## config.mk

```make
export PLATFORM = sky130hd
export DESIGN_NAME = serial_config_prom_readout
export DESIGN_NICKNAME = d
export VERILOG_FILES = /design/src/inc/prom_pkg.sv /design/src/hw/scan_tap.sv /design/src/hw/serial_config_prom_readout.sv
export SDC_FILE = /design/constraint.sdc
export NUM_CORES = 2
export LEC_CHECK = 0
export BUFFER_PORTS_ARGS = -buffer_cell sky130_fd_sc_hd__clkbuf_2
export CAP_MARGIN = 20
export CORE_UTILIZATION = 45
export CTS_CLUSTER_DIAMETER = 80
export DETAILED_ROUTE_END_ITERATION = 8
export MAX_ROUTING_LAYER = met4
export PLACE_DENSITY = 0.68
export SLEW_MARGIN = 20
export SYNTH_ARGS = -nofsm -noshare
export SYNTH_HDL_FRONTEND = slang
export SYNTH_SLANG_ARGS = --single-unit
```

## constraint.sdc

```tcl
create_clock -name sys_clk -period 6.7 [get_ports sys_clk]
set_clock_uncertainty 0.05 [all_clocks]
set_input_delay 1.34 -clock sys_clk [delete_from_list [all_inputs] [get_ports sys_clk]]
set_output_delay 1.34 -clock sys_clk [all_outputs]
set_load 0.005 [all_outputs]
```

## src/inc/prom_pkg.sv

```systemverilog
// shared constants and types for the serial configuration memory readout
package prom_pkg;

    // ==========================================================
    // clock and time constants
    localparam int CLK_PERIOD_NS = 25;
    // internal reset stretch, pin held low meanwhile
    localparam int INT_RESET_NS = 2000;
    localparam int INT_RESET_CYC =
        (INT_RESET_NS + CLK_PERIOD_NS - 1) / CLK_PERIOD_NS;
    // width of the low pulse on the reload output
    localparam int RELOAD_PULSE_NS = 1000;
    localparam int RELOAD_CYC =
        (RELOAD_PULSE_NS + CLK_PERIOD_NS - 1) / CLK_PERIOD_NS;
    localparam int TIMER_W = 7;

    // ==========================================================
    // storage defaults
    localparam int MEM_WORDS = 256;
    localparam int MEM_WORD_W = 8;

    // ==========================================================
    // test access port constants
    localparam int IR_LEN = 8;
    localparam logic [7:0] IR_CAPTURE = 8'h01;
    localparam logic [7:0] IR_BYPASS = 8'hff;
    // reload opcode: arbitrary value
    localparam logic [7:0] IR_RELOAD = 8'h5a;

    // tap states, gray coded along the usual walk
    typedef enum logic [3:0] {
        TAP_RESET = 4'h0, TAP_IDLE = 4'h1, TAP_SEL_DR = 4'h3,
        TAP_CAP_DR = 4'h2, TAP_SH_DR = 4'h6, TAP_EX1_DR = 4'h7,
        TAP_PA_DR = 4'h5, TAP_EX2_DR = 4'h4, TAP_UPD_DR = 4'hc,
        TAP_SEL_IR = 4'hd, TAP_CAP_IR = 4'hf, TAP_SH_IR = 4'he,
        TAP_EX1_IR = 4'ha, TAP_PA_IR = 4'hb, TAP_EX2_IR = 4'h9,
        TAP_UPD_IR = 4'h8
    } tap_state_t;

    // ==========================================================
    // pins arriving from outside the clock domain
    localparam int PIN_W = 7;
    typedef struct packed {
        logic cfg_clk;        // configuration clock pin
        logic cfg_clk_sel;    // configuration clock selected
        logic chip_select_n;  // chip select, active low
        logic oe_reset_in;    // level seen on output-enable/clear pin
        logic tck;            // test clock
        logic tms;            // test mode select
        logic tdi;            // test data in
    } pin_in_t;

endpackage
```

## src/hw/scan_tap.sv

```systemverilog
// test access port controller with bypass and instruction register
`timescale 1ns/100ps
module scan_tap import prom_pkg::*; (
    input wire logic sys_clk,
    input wire logic nrst,
    input wire logic clk_en,
    input wire logic tck_rise,
    input wire logic tck_fall,
    input wire logic tms,
    input wire logic tdi,
    output logic tdo,
    output logic tdo_oe,
    output logic reload_start
);

    // ==========================================================
    // state
    tap_state_t st_reg, st_next;
    logic [IR_LEN-1:0] ir_reg, ir_next;      // shift stage
    logic [IR_LEN-1:0] instr_reg, instr_next; // active instruction
    logic byp_reg, byp_next;
    logic tdo_reg, tdo_next;
    logic oe_reg, oe_next;

    // tap walk on each sampled tms level
    always_comb begin
        st_next = st_reg;
        if (tck_rise) begin
            case (st_reg)
                TAP_RESET: st_next = tms ? TAP_RESET : TAP_IDLE;
                TAP_IDLE: st_next = tms ? TAP_SEL_DR : TAP_IDLE;
                TAP_SEL_DR: st_next = tms ? TAP_SEL_IR : TAP_CAP_DR;
                TAP_CAP_DR: st_next = tms ? TAP_EX1_DR : TAP_SH_DR;
                TAP_SH_DR: st_next = tms ? TAP_EX1_DR : TAP_SH_DR;
                TAP_EX1_DR: st_next = tms ? TAP_UPD_DR : TAP_PA_DR;
                TAP_PA_DR: st_next = tms ? TAP_EX2_DR : TAP_PA_DR;
                TAP_EX2_DR: st_next = tms ? TAP_UPD_DR : TAP_SH_DR;
                TAP_UPD_DR: st_next = tms ? TAP_SEL_DR : TAP_IDLE;
                TAP_SEL_IR: st_next = tms ? TAP_RESET : TAP_CAP_IR;
                TAP_CAP_IR: st_next = tms ? TAP_EX1_IR : TAP_SH_IR;
                TAP_SH_IR: st_next = tms ? TAP_EX1_IR : TAP_SH_IR;
                TAP_EX1_IR: st_next = tms ? TAP_UPD_IR : TAP_PA_IR;
                TAP_PA_IR: st_next = tms ? TAP_EX2_IR : TAP_PA_IR;
                TAP_EX2_IR: st_next = tms ? TAP_UPD_IR : TAP_SH_IR;
                TAP_UPD_IR: st_next = tms ? TAP_SEL_DR : TAP_IDLE;
                default: st_next = TAP_RESET;
            endcase
        end
    end

    // shift paths, instruction update, tdo on falling test clock
    always_comb begin
        ir_next = ir_reg;
        instr_next = instr_reg;
        byp_next = byp_reg;
        tdo_next = tdo_reg;
        oe_next = oe_reg;
        if (tck_rise) begin
            case (st_reg)
                TAP_RESET: instr_next = IR_BYPASS;
                TAP_CAP_IR: ir_next = IR_CAPTURE;
                TAP_SH_IR: ir_next = {tdi, ir_reg[IR_LEN-1:1]};
                TAP_UPD_IR: instr_next = ir_reg;
                TAP_CAP_DR: byp_next = 1'b0;
                TAP_SH_DR: byp_next = tdi;
                default: ir_next = ir_reg;
            endcase
        end
        if (tck_fall) begin
            // tdo only driven while a shift state is active
            oe_next = (st_reg == TAP_SH_IR) || (st_reg == TAP_SH_DR);
            tdo_next = (st_reg == TAP_SH_IR) ? ir_reg[0] : byp_reg;
        end
    end

    // registers only
    always_ff @(posedge sys_clk) begin
        if (!nrst) begin
            st_reg <= TAP_RESET;
            ir_reg <= IR_CAPTURE;
            instr_reg <= IR_BYPASS;
            byp_reg <= 1'b0;
            tdo_reg <= 1'b1;
            oe_reg <= 1'b0;
        end else if (clk_en) begin
            st_reg <= st_next;
            ir_reg <= ir_next;
            instr_reg <= instr_next;
            byp_reg <= byp_next;
            tdo_reg <= tdo_next;
            oe_reg <= oe_next;
        end
    end

    // reload runs when the tap enters idle holding that opcode; the
    // opcode being applied counts, so update-IR straight to idle fires
    assign reload_start = tck_rise && (st_reg != TAP_IDLE) &&
        (st_next == TAP_IDLE) && (instr_next == IR_RELOAD);
    assign tdo = tdo_reg;
    assign tdo_oe = oe_reg;

    // ==========================================================
    // checks
    chk_tap_leave_reset: assert property (@(posedge sys_clk)
        disable iff (!nrst)
        clk_en && tck_rise && !tms && st_reg == TAP_RESET
        |=> st_reg == TAP_IDLE)
        else $error("tap did not leave reset on low tms");

endmodule // scan_tap

```

## src/hw/serial_config_prom_readout.sv

```systemverilog
// serial configuration memory readout: counter, data, cascade, reload
`timescale 1ns/100ps
// Behaviour
// - count rising config clock when selected, enabled
// - low output-enable holds counter clear, data floats
// - pull output-enable pin low during internal reset
// - chip select high: standby, clear, float data
// - stored bits appear on serial data output
// - data floats during programming unless clamped
// - reload instruction pulses reload output low
// - cascade low when selected, enabled, past terminal
// - cascade high once output-enable low or deselected
// - tap follows tms sampled on test clock
module serial_config_prom_readout import prom_pkg::*; #(
    parameter int WORDS = MEM_WORDS,
    parameter int WORD_W = MEM_WORD_W
) (
    input wire logic sys_clk,
    input wire logic nrst,
    input wire logic clk_en,
    input wire pin_in_t pin_in,
    input wire logic in_system_programming_active,
    input wire logic clamp_active,
    input wire logic prog_we,
    input wire logic [$clog2(WORDS)-1:0] prog_addr,
    input wire logic [WORD_W-1:0] prog_data,
    output logic serial_data_out,
    output logic serial_data_oe,
    output logic oe_reset_out,
    output logic oe_reset_oe,
    output logic cascade_select_out,
    output logic fpga_reload_pulse_out,
    output logic fpga_reload_pulse_oe,
    output logic tdo,
    output logic tdo_oe
);

    // ==========================================================
    // sizes
    localparam int TOTAL = WORDS * WORD_W;   // stored bits
    localparam int CNT_W = $clog2(TOTAL);
    localparam int BIT_W = $clog2(WORD_W);
    localparam int WA_W = $clog2(WORDS);
    // last bit address before the counter runs past the end
    localparam logic [CNT_W-1:0] TERM = CNT_W'(TOTAL - 1);

    // ==========================================================
    // pin synchronisers
    logic [PIN_W-1:0] sync1_reg;  // first stage, read only by stage two
    logic [PIN_W-1:0] sync2_reg;  // stable copy used by the logic
    logic [PIN_W-1:0] sync3_reg;  // delayed copy for edge detection
    pin_in_t pins_s;              // synchronised pins as a struct
    logic cfg_rise;
    logic tck_rise;
    logic tck_fall;

    // each pin passes two flops before any logic looks at it
    generate
        for (genvar i = 0; i < PIN_W; i++) begin : g_sync
            always_ff @(posedge sys_clk) begin
                if (!nrst) begin
                    sync1_reg[i] <= 1'b0;
                    sync2_reg[i] <= 1'b0;
                    sync3_reg[i] <= 1'b0;
                end else if (clk_en) begin
                    sync1_reg[i] <= pin_in[i];
                    sync2_reg[i] <= sync1_reg[i];
                    sync3_reg[i] <= sync2_reg[i];
                end
            end
        end
    endgenerate

    assign pins_s = pin_in_t'(sync2_reg);
    // edges come from stage two against stage three only
    assign cfg_rise = sync2_reg[6] && !sync3_reg[6];
    assign tck_rise = sync2_reg[2] && !sync3_reg[2];
    assign tck_fall = !sync2_reg[2] && sync3_reg[2];

    // ==========================================================
    // internal reset stretch
    logic [TIMER_W-1:0] rst_cnt_reg, rst_cnt_next;
    logic rst_busy;

    // counts down after release; pin held low meanwhile
    always_comb begin
        rst_cnt_next = rst_cnt_reg;
        if (rst_busy) begin
            rst_cnt_next = rst_cnt_reg - TIMER_W'(1);
        end
    end

    always_ff @(posedge sys_clk) begin
        if (!nrst) begin
            rst_cnt_reg <= TIMER_W'(INT_RESET_CYC);
        end else if (clk_en) begin
            rst_cnt_reg <= rst_cnt_next;
        end
    end

    assign rst_busy = (rst_cnt_reg != '0);
    // open drain: value is always low, only the enable moves
    assign oe_reset_out = 1'b0;
    assign oe_reset_oe = rst_busy;

    // ==========================================================
    // stored bits
    logic [WORD_W-1:0] mem [WORDS];  // configuration image
    logic cur_bit;                   // bit at the current address

    // image loading port; no reset, contents are data
    always_ff @(posedge sys_clk) begin
        if (clk_en && prog_we) begin
            mem[prog_addr] <= prog_data;
        end
    end

    // ==========================================================
    // address counter
    logic [CNT_W-1:0] cnt_reg, cnt_next;
    logic past_reg, past_next;    // counter ran past terminal count
    logic ce_act;                 // chip selected
    logic oe_hi;                  // output-enable/clear pin high
    logic clear;

    assign ce_act = !pins_s.chip_select_n;
    assign oe_hi = pins_s.oe_reset_in;
    // any of these holds the counter at zero
    assign clear = !ce_act || !oe_hi || rst_busy;

    // word index high bits, bit within word low bits, msb first
    assign cur_bit = mem[cnt_reg[CNT_W-1:BIT_W]]
        [BIT_W'(WORD_W - 1) - cnt_reg[BIT_W-1:0]];

    always_comb begin
        cnt_next = cnt_reg;
        past_next = past_reg;
        if (clear) begin
            // deselect or low enable resets the walk
            cnt_next = '0;
            past_next = 1'b0;
        end else if (cfg_rise && pins_s.cfg_clk_sel && !past_reg) begin
            if (cnt_reg == TERM) begin
                // one edge beyond the end marks the hand-over
                past_next = 1'b1;
            end else begin
                cnt_next = cnt_reg + CNT_W'(1);
            end
        end
    end

    always_ff @(posedge sys_clk) begin
        if (!nrst) begin
            cnt_reg <= '0;
            past_reg <= 1'b0;
        end else if (clk_en) begin
            cnt_reg <= cnt_next;
            past_reg <= past_next;
        end
    end

    // ==========================================================
    // serial data and cascade outputs
    logic data_reg, data_next;
    logic doe_reg, doe_next;
    logic cas_reg, cas_next;

    always_comb begin
        // normal drive: selected, enabled, not beyond the end
        doe_next = ce_act && oe_hi && !past_reg && !rst_busy;
        data_next = cur_bit;
        if (past_reg) begin
            // let the next memory in the chain own the data line
            doe_next = 1'b0;
        end
        if (in_system_programming_active) begin
            // clamp keeps the last driven level, else float
            doe_next = clamp_active && doe_reg;
            data_next = data_reg;
        end
        // cascade goes low only once this memory is exhausted
        cas_next = !(ce_act && oe_hi && past_reg);
    end

    always_ff @(posedge sys_clk) begin
        if (!nrst) begin
            data_reg <= 1'b0;
            doe_reg <= 1'b0;
            cas_reg <= 1'b1;
        end else if (clk_en) begin
            data_reg <= data_next;
            doe_reg <= doe_next;
            cas_reg <= cas_next;
        end
    end

    assign serial_data_out = data_reg;
    assign serial_data_oe = doe_reg;
    // feeds the chip select of the following memory
    assign cascade_select_out = cas_reg;

    // ==========================================================
    // reload pulse towards the target
    logic reload_start;
    logic [TIMER_W-1:0] rl_cnt_reg, rl_cnt_next;

    scan_tap u_tap (
        .sys_clk(sys_clk),
        .nrst(nrst),
        .clk_en(clk_en),
        .tck_rise(tck_rise),
        .tck_fall(tck_fall),
        .tms(pins_s.tms),
        .tdi(pins_s.tdi),
        .tdo(tdo),
        .tdo_oe(tdo_oe),
        .reload_start(reload_start)
    );

    // a new start restarts the full pulse width
    always_comb begin
        rl_cnt_next = rl_cnt_reg;
        if (reload_start) begin
            rl_cnt_next = TIMER_W'(RELOAD_CYC);
        end else if (rl_cnt_reg != '0) begin
            rl_cnt_next = rl_cnt_reg - TIMER_W'(1);
        end
    end

    always_ff @(posedge sys_clk) begin
        if (!nrst) begin
            rl_cnt_reg <= '0;
        end else if (clk_en) begin
            rl_cnt_reg <= rl_cnt_next;
        end
    end

    // open drain: pulled low while the timer runs
    assign fpga_reload_pulse_out = 1'b0;
    assign fpga_reload_pulse_oe = (rl_cnt_reg != '0);

    // ==========================================================
    // checks
    chk_count_advance: assert property (@(posedge sys_clk)
        disable iff (!nrst)
        clk_en && !clear && cfg_rise && pins_s.cfg_clk_sel &&
        !past_reg && cnt_reg != TERM
        |=> cnt_reg == $past(cnt_reg) + CNT_W'(1))
        else $error("counter did not advance on config clock");

    chk_oe_clear: assert property (@(posedge sys_clk)
        disable iff (!nrst)
        clk_en && !oe_hi && !in_system_programming_active
        |=> cnt_reg == '0 && !serial_data_oe)
        else $error("low output enable did not clear and float");

    chk_reset_pull: assert property (@(posedge sys_clk)
        disable iff (!nrst)
        $rose(nrst) |-> oe_reset_oe [*8])
        else $error("enable pin not held low after reset");

    chk_standby: assert property (@(posedge sys_clk)
        disable iff (!nrst)
        clk_en && pins_s.chip_select_n && !in_system_programming_active
        |=> cnt_reg == '0 && !past_reg && !serial_data_oe)
        else $error("deselect did not clear and float");

    chk_data_bit: assert property (@(posedge sys_clk)
        disable iff (!nrst)
        clk_en && !in_system_programming_active && doe_next
        |=> serial_data_out == $past(cur_bit))
        else $error("data output is not the addressed bit");

    chk_isp_float: assert property (@(posedge sys_clk)
        disable iff (!nrst)
        clk_en && in_system_programming_active && !clamp_active
        |=> !serial_data_oe)
        else $error("data driven during programming");

    chk_reload_pulse: assert property (@(posedge sys_clk)
        disable iff (!nrst)
        clk_en && reload_start
        |=> fpga_reload_pulse_oe && rl_cnt_reg == TIMER_W'(RELOAD_CYC))
        else $error("reload pulse did not start");

    chk_cascade_low: assert property (@(posedge sys_clk)
        disable iff (!nrst)
        clk_en && ce_act && oe_hi && past_reg |=> !cascade_select_out)
        else $error("cascade not low after terminal count");

    chk_cascade_high: assert property (@(posedge sys_clk)
        disable iff (!nrst)
        clk_en && (!oe_hi || !ce_act) |=> cascade_select_out)
        else $error("cascade not released");

    chk_float_after_tc: assert property (@(posedge sys_clk)
        disable iff (!nrst)
        clk_en && past_reg |=> !serial_data_oe)
        else $error("data still driven past terminal count");

endmodule // serial_config_prom_readout

```

# ---- After elaboration in Yosys (flattened, before gate mapping)
# Memories as Yosys holds them, arrays and structs flattened. A register that Yosys moved wholly into a read port is not among the register bits.
# Index checks and enable logic that the tools add are counted.
dict set report word_totals {
  register_bits 68
  latch_bits 0
  ram_bits 2048
  mem_bits_ro 0
  in_bits 29
  output_inout_bits 9
  wordCells 135
  n_memories 1
}
dict set report op_classes {
  add_sub_neg 4
  multipliers 0
  div 0
  order_cmp 1
  eq_ne 20
  shift 0
  n_mux 35
  bitwise_logic 1
  n_reduce_logical 44
}
# name words word_bits rd rd_ports_with_merged_regs wr line_no
set memory_table {}
lappend memory_table {mem 256 8 1 1 1 serial_config_prom_readout.sv:108} ;# logic [WORD_W-1:0] mem [WORDS];
# operator n
set op_table {}
lappend op_table {{4-bit case mux with 12 select lines} 1}
lappend op_table {{11-bit 2-to-1 mux} 3}
lappend op_table {{4-bit equality test (second input constant)} 8}
lappend op_table {{8-bit case mux with 2 select lines} 2}
lappend op_table {{8-bit 2-to-1 mux} 3}
lappend op_table {{4-bit 2-to-1 mux} 5}
lappend op_table {{4-bit by 3-bit equality test with 1-bit output (second input constant)} 4}
lappend op_table {{1-bit logical AND} 14}
lappend op_table {{7-bit 2-to-1 mux} 2}
lappend op_table {{7-bit nonzero test} 2}
lappend op_table {{7-bit by 1-bit subtractor with 7-bit output (second input constant)} 2}
lappend op_table {{1-bit 2-to-1 mux} 12}
lappend op_table {{3-bit AND reduction} 4}
lappend op_table {{11-bit by 1-bit adder with 11-bit output (second input constant)} 1}
lappend op_table {{11-bit equality test (second input constant)} 1}
lappend op_table {{2-bit nonzero test} 5}
lappend op_table {{4-bit by 1-bit equality test with 1-bit output (second input constant)} 2}
lappend op_table {{4-bit by 2-bit equality test with 1-bit output (second input constant)} 2}
lappend op_table {{8-bit by 7-bit equality test with 1-bit output (second input constant)} 1}
lappend op_table {{1-bit zero test} 8}
lappend op_table {{2-bit AND reduction} 4}
lappend op_table {{2-bit 2-to-1 mux} 3}
lappend op_table {{3-bit 2-to-1 mux} 2}
lappend op_table {{4-bit zero test} 1}
lappend op_table {{10 further kinds} 13}

# ---- Depth between registers and ports, before layout
dict set report depth {
  depth_word 9
  ltp_mapped 15
  mapped_depth_nobuf 11
}

# ---- Hierarchy
# From an unflattened synthesis, not the netlist that was laid out.
dict set report hier_totals {
  cells_unflattened 4316
  area_unflattened_um2 83550.1
}
# mod n_inst cells_per_inst area_each_um2 seq_area_each_um2
set modules_own_cells {}
lappend modules_own_cells {serial_config_prom_readout 1 4167 82319.0 62560.0}
lappend modules_own_cells {scan_tap 1 149 1231.2 460.4}

# ---- Least setup slack after synthesis
# No wires, ideal clock.
dict set report synth_path {
  path_type {input-to-reg}
  start {input port clk_en}
  end {memory mem[104][0] (netlist bit), enable pin}
  setup_ps 370
  arrival_time_ps 3089
  required_time_ps 6280
  setup_slack_ps 3191
  cell_stages 7
  path_buffers 4
  path_cell_list {clkbuf_1 > and2_1 > clkbuf_1 > buf_1 > nand3_1 > clkbuf_1 > nor2_1}
}
dict set report synth_between {
  elab_chain_len 3
}
# item line_no
set synth_rtl {}
lappend synth_rtl {{start: declaration} serial_config_prom_readout.sv:20} ;# input wire logic clk_en,
lappend synth_rtl {{1-bit logical AND} serial_config_prom_readout.sv:113} ;# if (clk_en && prog_we) begin
lappend synth_rtl {{1-bit 2-to-1 mux} serial_config_prom_readout.sv:113}
lappend synth_rtl {{1-bit 2-to-1 mux (not written as such)} serial_config_prom_readout.sv:114} ;# mem[prog_addr] <= prog_data;
lappend synth_rtl {{end: declaration} serial_config_prom_readout.sv:108}
# Every way passes these cells.

==> impl_metrics.csv <==
group,metric,value,unit
timing,max_freq,195,MHz
timing,setup_ws,1560,ps
routing,drt_wl_total,224,mm
logic_synthesis,ys_seq_elements,2124,
min_path,hold_depth,2,
logic_synthesis,synth_adder_area_share,0.000451,
layout,fin_area,0.0930,mm²
worst_setup_path,r2r-end,"serial_data_out$_SDFFE_PN0P_",
clocking,cts.sink_count,2124,
min_path,holdPathEnd,"rl_cnt_reg[3]$_SDFFE_PN0P_",
job,maxCapViolCount,0,
timing,maxSlewHeadroom,0.122,
worst_setup_path,cp_max_fo,66,
logic_synthesis,syn_avg_cell_area,19.6,µm²
floorplanning,die_y,432,µm
power_and_ir_drop,ir_drop,0.222,mV
routing,drt_first_pass_iters,6,
clocking,cts_setup_buffers,0,
clocking,hold_buffers,0,
clocking,cts-htree-levels,4,
logic_synthesis,syn_area,0.0831,mm²
power_and_ir_drop,p_leak,27.7,nW
global_route,grt_first_pass_wirelength,319,mm
timing,finalSetupTns,0,ps
timing,finalCritPeriodShare,0.767,
global_route,grt_max_degree,209,
timing,hold_ws,439,ps
routing,ant_nets,0,
layout,area_delta_synth_final,11.9,%
clocking,cts_tree,"built",
global_route,gr-total-overflow,0,
clocking,cts_root_buf,"clkbuf_16",
layout,final_util,0.508,
worst_setup_path,cp.required,7400,ps
routing,drc,0,
timing,rsz0062_at_grt,"no",
floorplanning,rows,157,
logic_synthesis,ys_seq_area_frac,0.758,
floorplanning,dieArea,0.186,mm²
floorplanning,fp.coreArea,0.183,mm²
logic_synthesis,synth-compound-area-share,0.0324,
logic_synthesis,synth_edf_count,2048,
logic_synthesis,synth_warnings,0,
layout,mostFrequentLayoutCells,"edfxtp_1 (2048), mux4_2 (455), nor2_1 (332)",
outcome,status,"complete, no violations",
worst_setup_path,critPathKind,"flip-flop to flip-flop",
layout,final_common_cell,"edfxtp_1",
min_path,hold_path_class,"flip-flop to flip-flop",
power_and_ir_drop,power.total,26.7,mW
placed_design,globalplace.congestion,0.894,
clocking,cts-resized-gates,0,
worst_setup_path,startpoint_type,"flip-flop",
floorplanning,io_pins,38,
placed_design,dp.cells,6593,
global_route,grtUsageTotal,0.248,
logic_synthesis,synthCells,4252,
routing,drt-wirelength-per-cell,32.1,µm
logic_synthesis,synthDistinctLibCells,71,
global_route,grt_pass1_vias,43100,
logic_synthesis,yosys.area_share.simple,0.0442,
clocking,path_clk_slew,60,ps
layout,largest_register_ffs,2048,
layout,nets,4371,
timing,final_max_slew_viol_count,0,
worst_setup_path,r2r_slack,1560,ps
placed_design,numPortBuffers,35,
timing,min_period,5140,ps
global_route,antenna_found_initial,9,
logic_synthesis,async_flop_share,0,
placed_design,place_ws,1600,ps
routing,drt_iter0_markers,6508,
clocking,cts.path.max_buffers,3,
logic_synthesis,synth_xor_area_frac,0.00179,
clocking,numCtsBuffers,206,
min_path,worstHoldStart,"rl_cnt_reg[3]$_SDFFE_PN0P_",
worst_setup_path,critPathCaptureType,"flip-flop",
clocking,clk_latency,850,ps
worst_setup_path,ff2ff_path_depth,11,
placed_design,place_area,0.0861,mm²
power_and_ir_drop,power.density,287,mW/mm²
floorplanning,initial_utilization,0.454,
layout,final_cells,6984,
timing,worst_slew_pin_slew,1280,ps
placed_design,dp_hpwl,136,mm
timing,hold_viol_final,0,
layout,drive_gt1_frac,0.205,
routing,vias,43800,
logic_synthesis,synth_top_family_by_area,"multiplexers",
logic_synthesis,ys.flop_type,"edfxtp_1",
routing,viasPerCell,6.28,
logic_synthesis,muxShareOfSynthArea,0.146,
timing,setup_viol,0,
worst_setup_path,crit_arrival,5830,ps
floorplanning,die-width,432,µm
-- layer usage --
metal / share of wire / GRT usage / wire (µm)
met1: 0.39 / 0.335 / 86700
met2: 0.46 / 0.367 / 104000
met3: 0.11 / 0.0620 / 25700
met4: 0.037 / 0.0888 / 8270
met5: 0 / - / 0
-- worst max-delay path, stage by stage (launching register included) --
cell	delay [ps]
dfxtp_4	910
buf_12	430
buf_4	550
mux2i_1	260
o22ai_1	100
a2111oi_0	600
a21oi_1	210
nor4_1	870
a211o_1	350
a211oi_1	100
o311a_1	140
a311o_1	270
-- cells in the mapped netlist, types with 5 or more instances --
master / number / area (µm²)
edfxtp_1: 2048 / 61500
mux4_2: 455 / 10200
nor2_1: 335 / 1260
mux2i_1: 176 / 1760
nand2_1: 169 / 634
clkbuf_1: 109 / 409
a21oi_1: 76 / 380
dfxtp_1: 76 / 1520
buf_2: 68 / 340
nor2b_1: 64 / 400
nand3_1: 60 / 300
o22ai_1: 55 / 344
o221ai_1: 47 / 412
buf_4: 45 / 338
o21ai_0: 42 / 210
a22oi_1: 40 / 300
nor3_1: 38 / 190
nand4_1: 25 / 156
a31oi_1: 24 / 150
buf_1: 22 / 82.6
and2_1: 19 / 119
and3_1: 17 / 106
a211oi_1: 15 / 113
buf_6: 15 / 169
inv_1: 15 / 56.3
nand2b_1: 14 / 87.6
nor3b_1: 14 / 105
nor4_1: 14 / 87.6
mux2_2: 13 / 146
a2111oi_0: 12 / 105
a221oi_1: 12 / 105
xor2_1: 11 / 96.3
a22o_1: 8 / 70.1
a311oi_1: 8 / 70.1
o211ai_1: 7 / 52.6
o31ai_1: 7 / 52.6
nand3b_1: 6 / 45.0
or4_1: 6 / 45.0
xnor2_1: 6 / 52.6
nand4b_1: 5 / 43.8
-- final cells by class --
class	count	area, µm²
fillers	14200	90300
well taps	2464	3080
clock inverters	135	1470
repair buffers	137	1260
clock buffers	247	5330
flip-flops and latches	2124	63000
multi-input cells	1852	18700
inverters	18	68.8
diodes	7	17.5
-- where the power goes --
part / internal, mW / leakage, nW / switching, mW
sequential: 14.6 / 19.0 / 0.0268
combinational: 0.0872 / 5.40 / 0.351
clock: 6.60 / 3.26 / 5.09
total: 21.3 / 27.7 / 5.47
-- worst max-delay path by stage --
stage,to,slack [ps],cells past startpoint,from
4_1_cts,serial_data_out$_SDFFE_PN0P_,1560,11,flip-flop
3_5_place_dp,serial_data_out$_SDFFE_PN0P_,1600,11,flip-flop
6_report,serial_data_out$_SDFFE_PN0P_,1560,11,flip-flop
2_1_floorplan,mem[104][0]$_DFFE_PP_,3190,7,clk_en
5_1_grt,serial_data_out$_SDFFE_PN0P_,1370,11,flip-flop
3_3_place_gp,serial_data_out$_SDFFE_PN0P_,1680,11,flip-flop
-- cell families after synthesis --
family                     after synthesis
adders and majority gates                3
AOI/OAI and AO/OA                      388
buffers and inverters                  277
xor gates and xnor gates                17
other                                    1
and+or+nand+nor                        798
muxes                                  644
DFF                                   2124
Note: power is estimated with default switching activity, not from simulation.
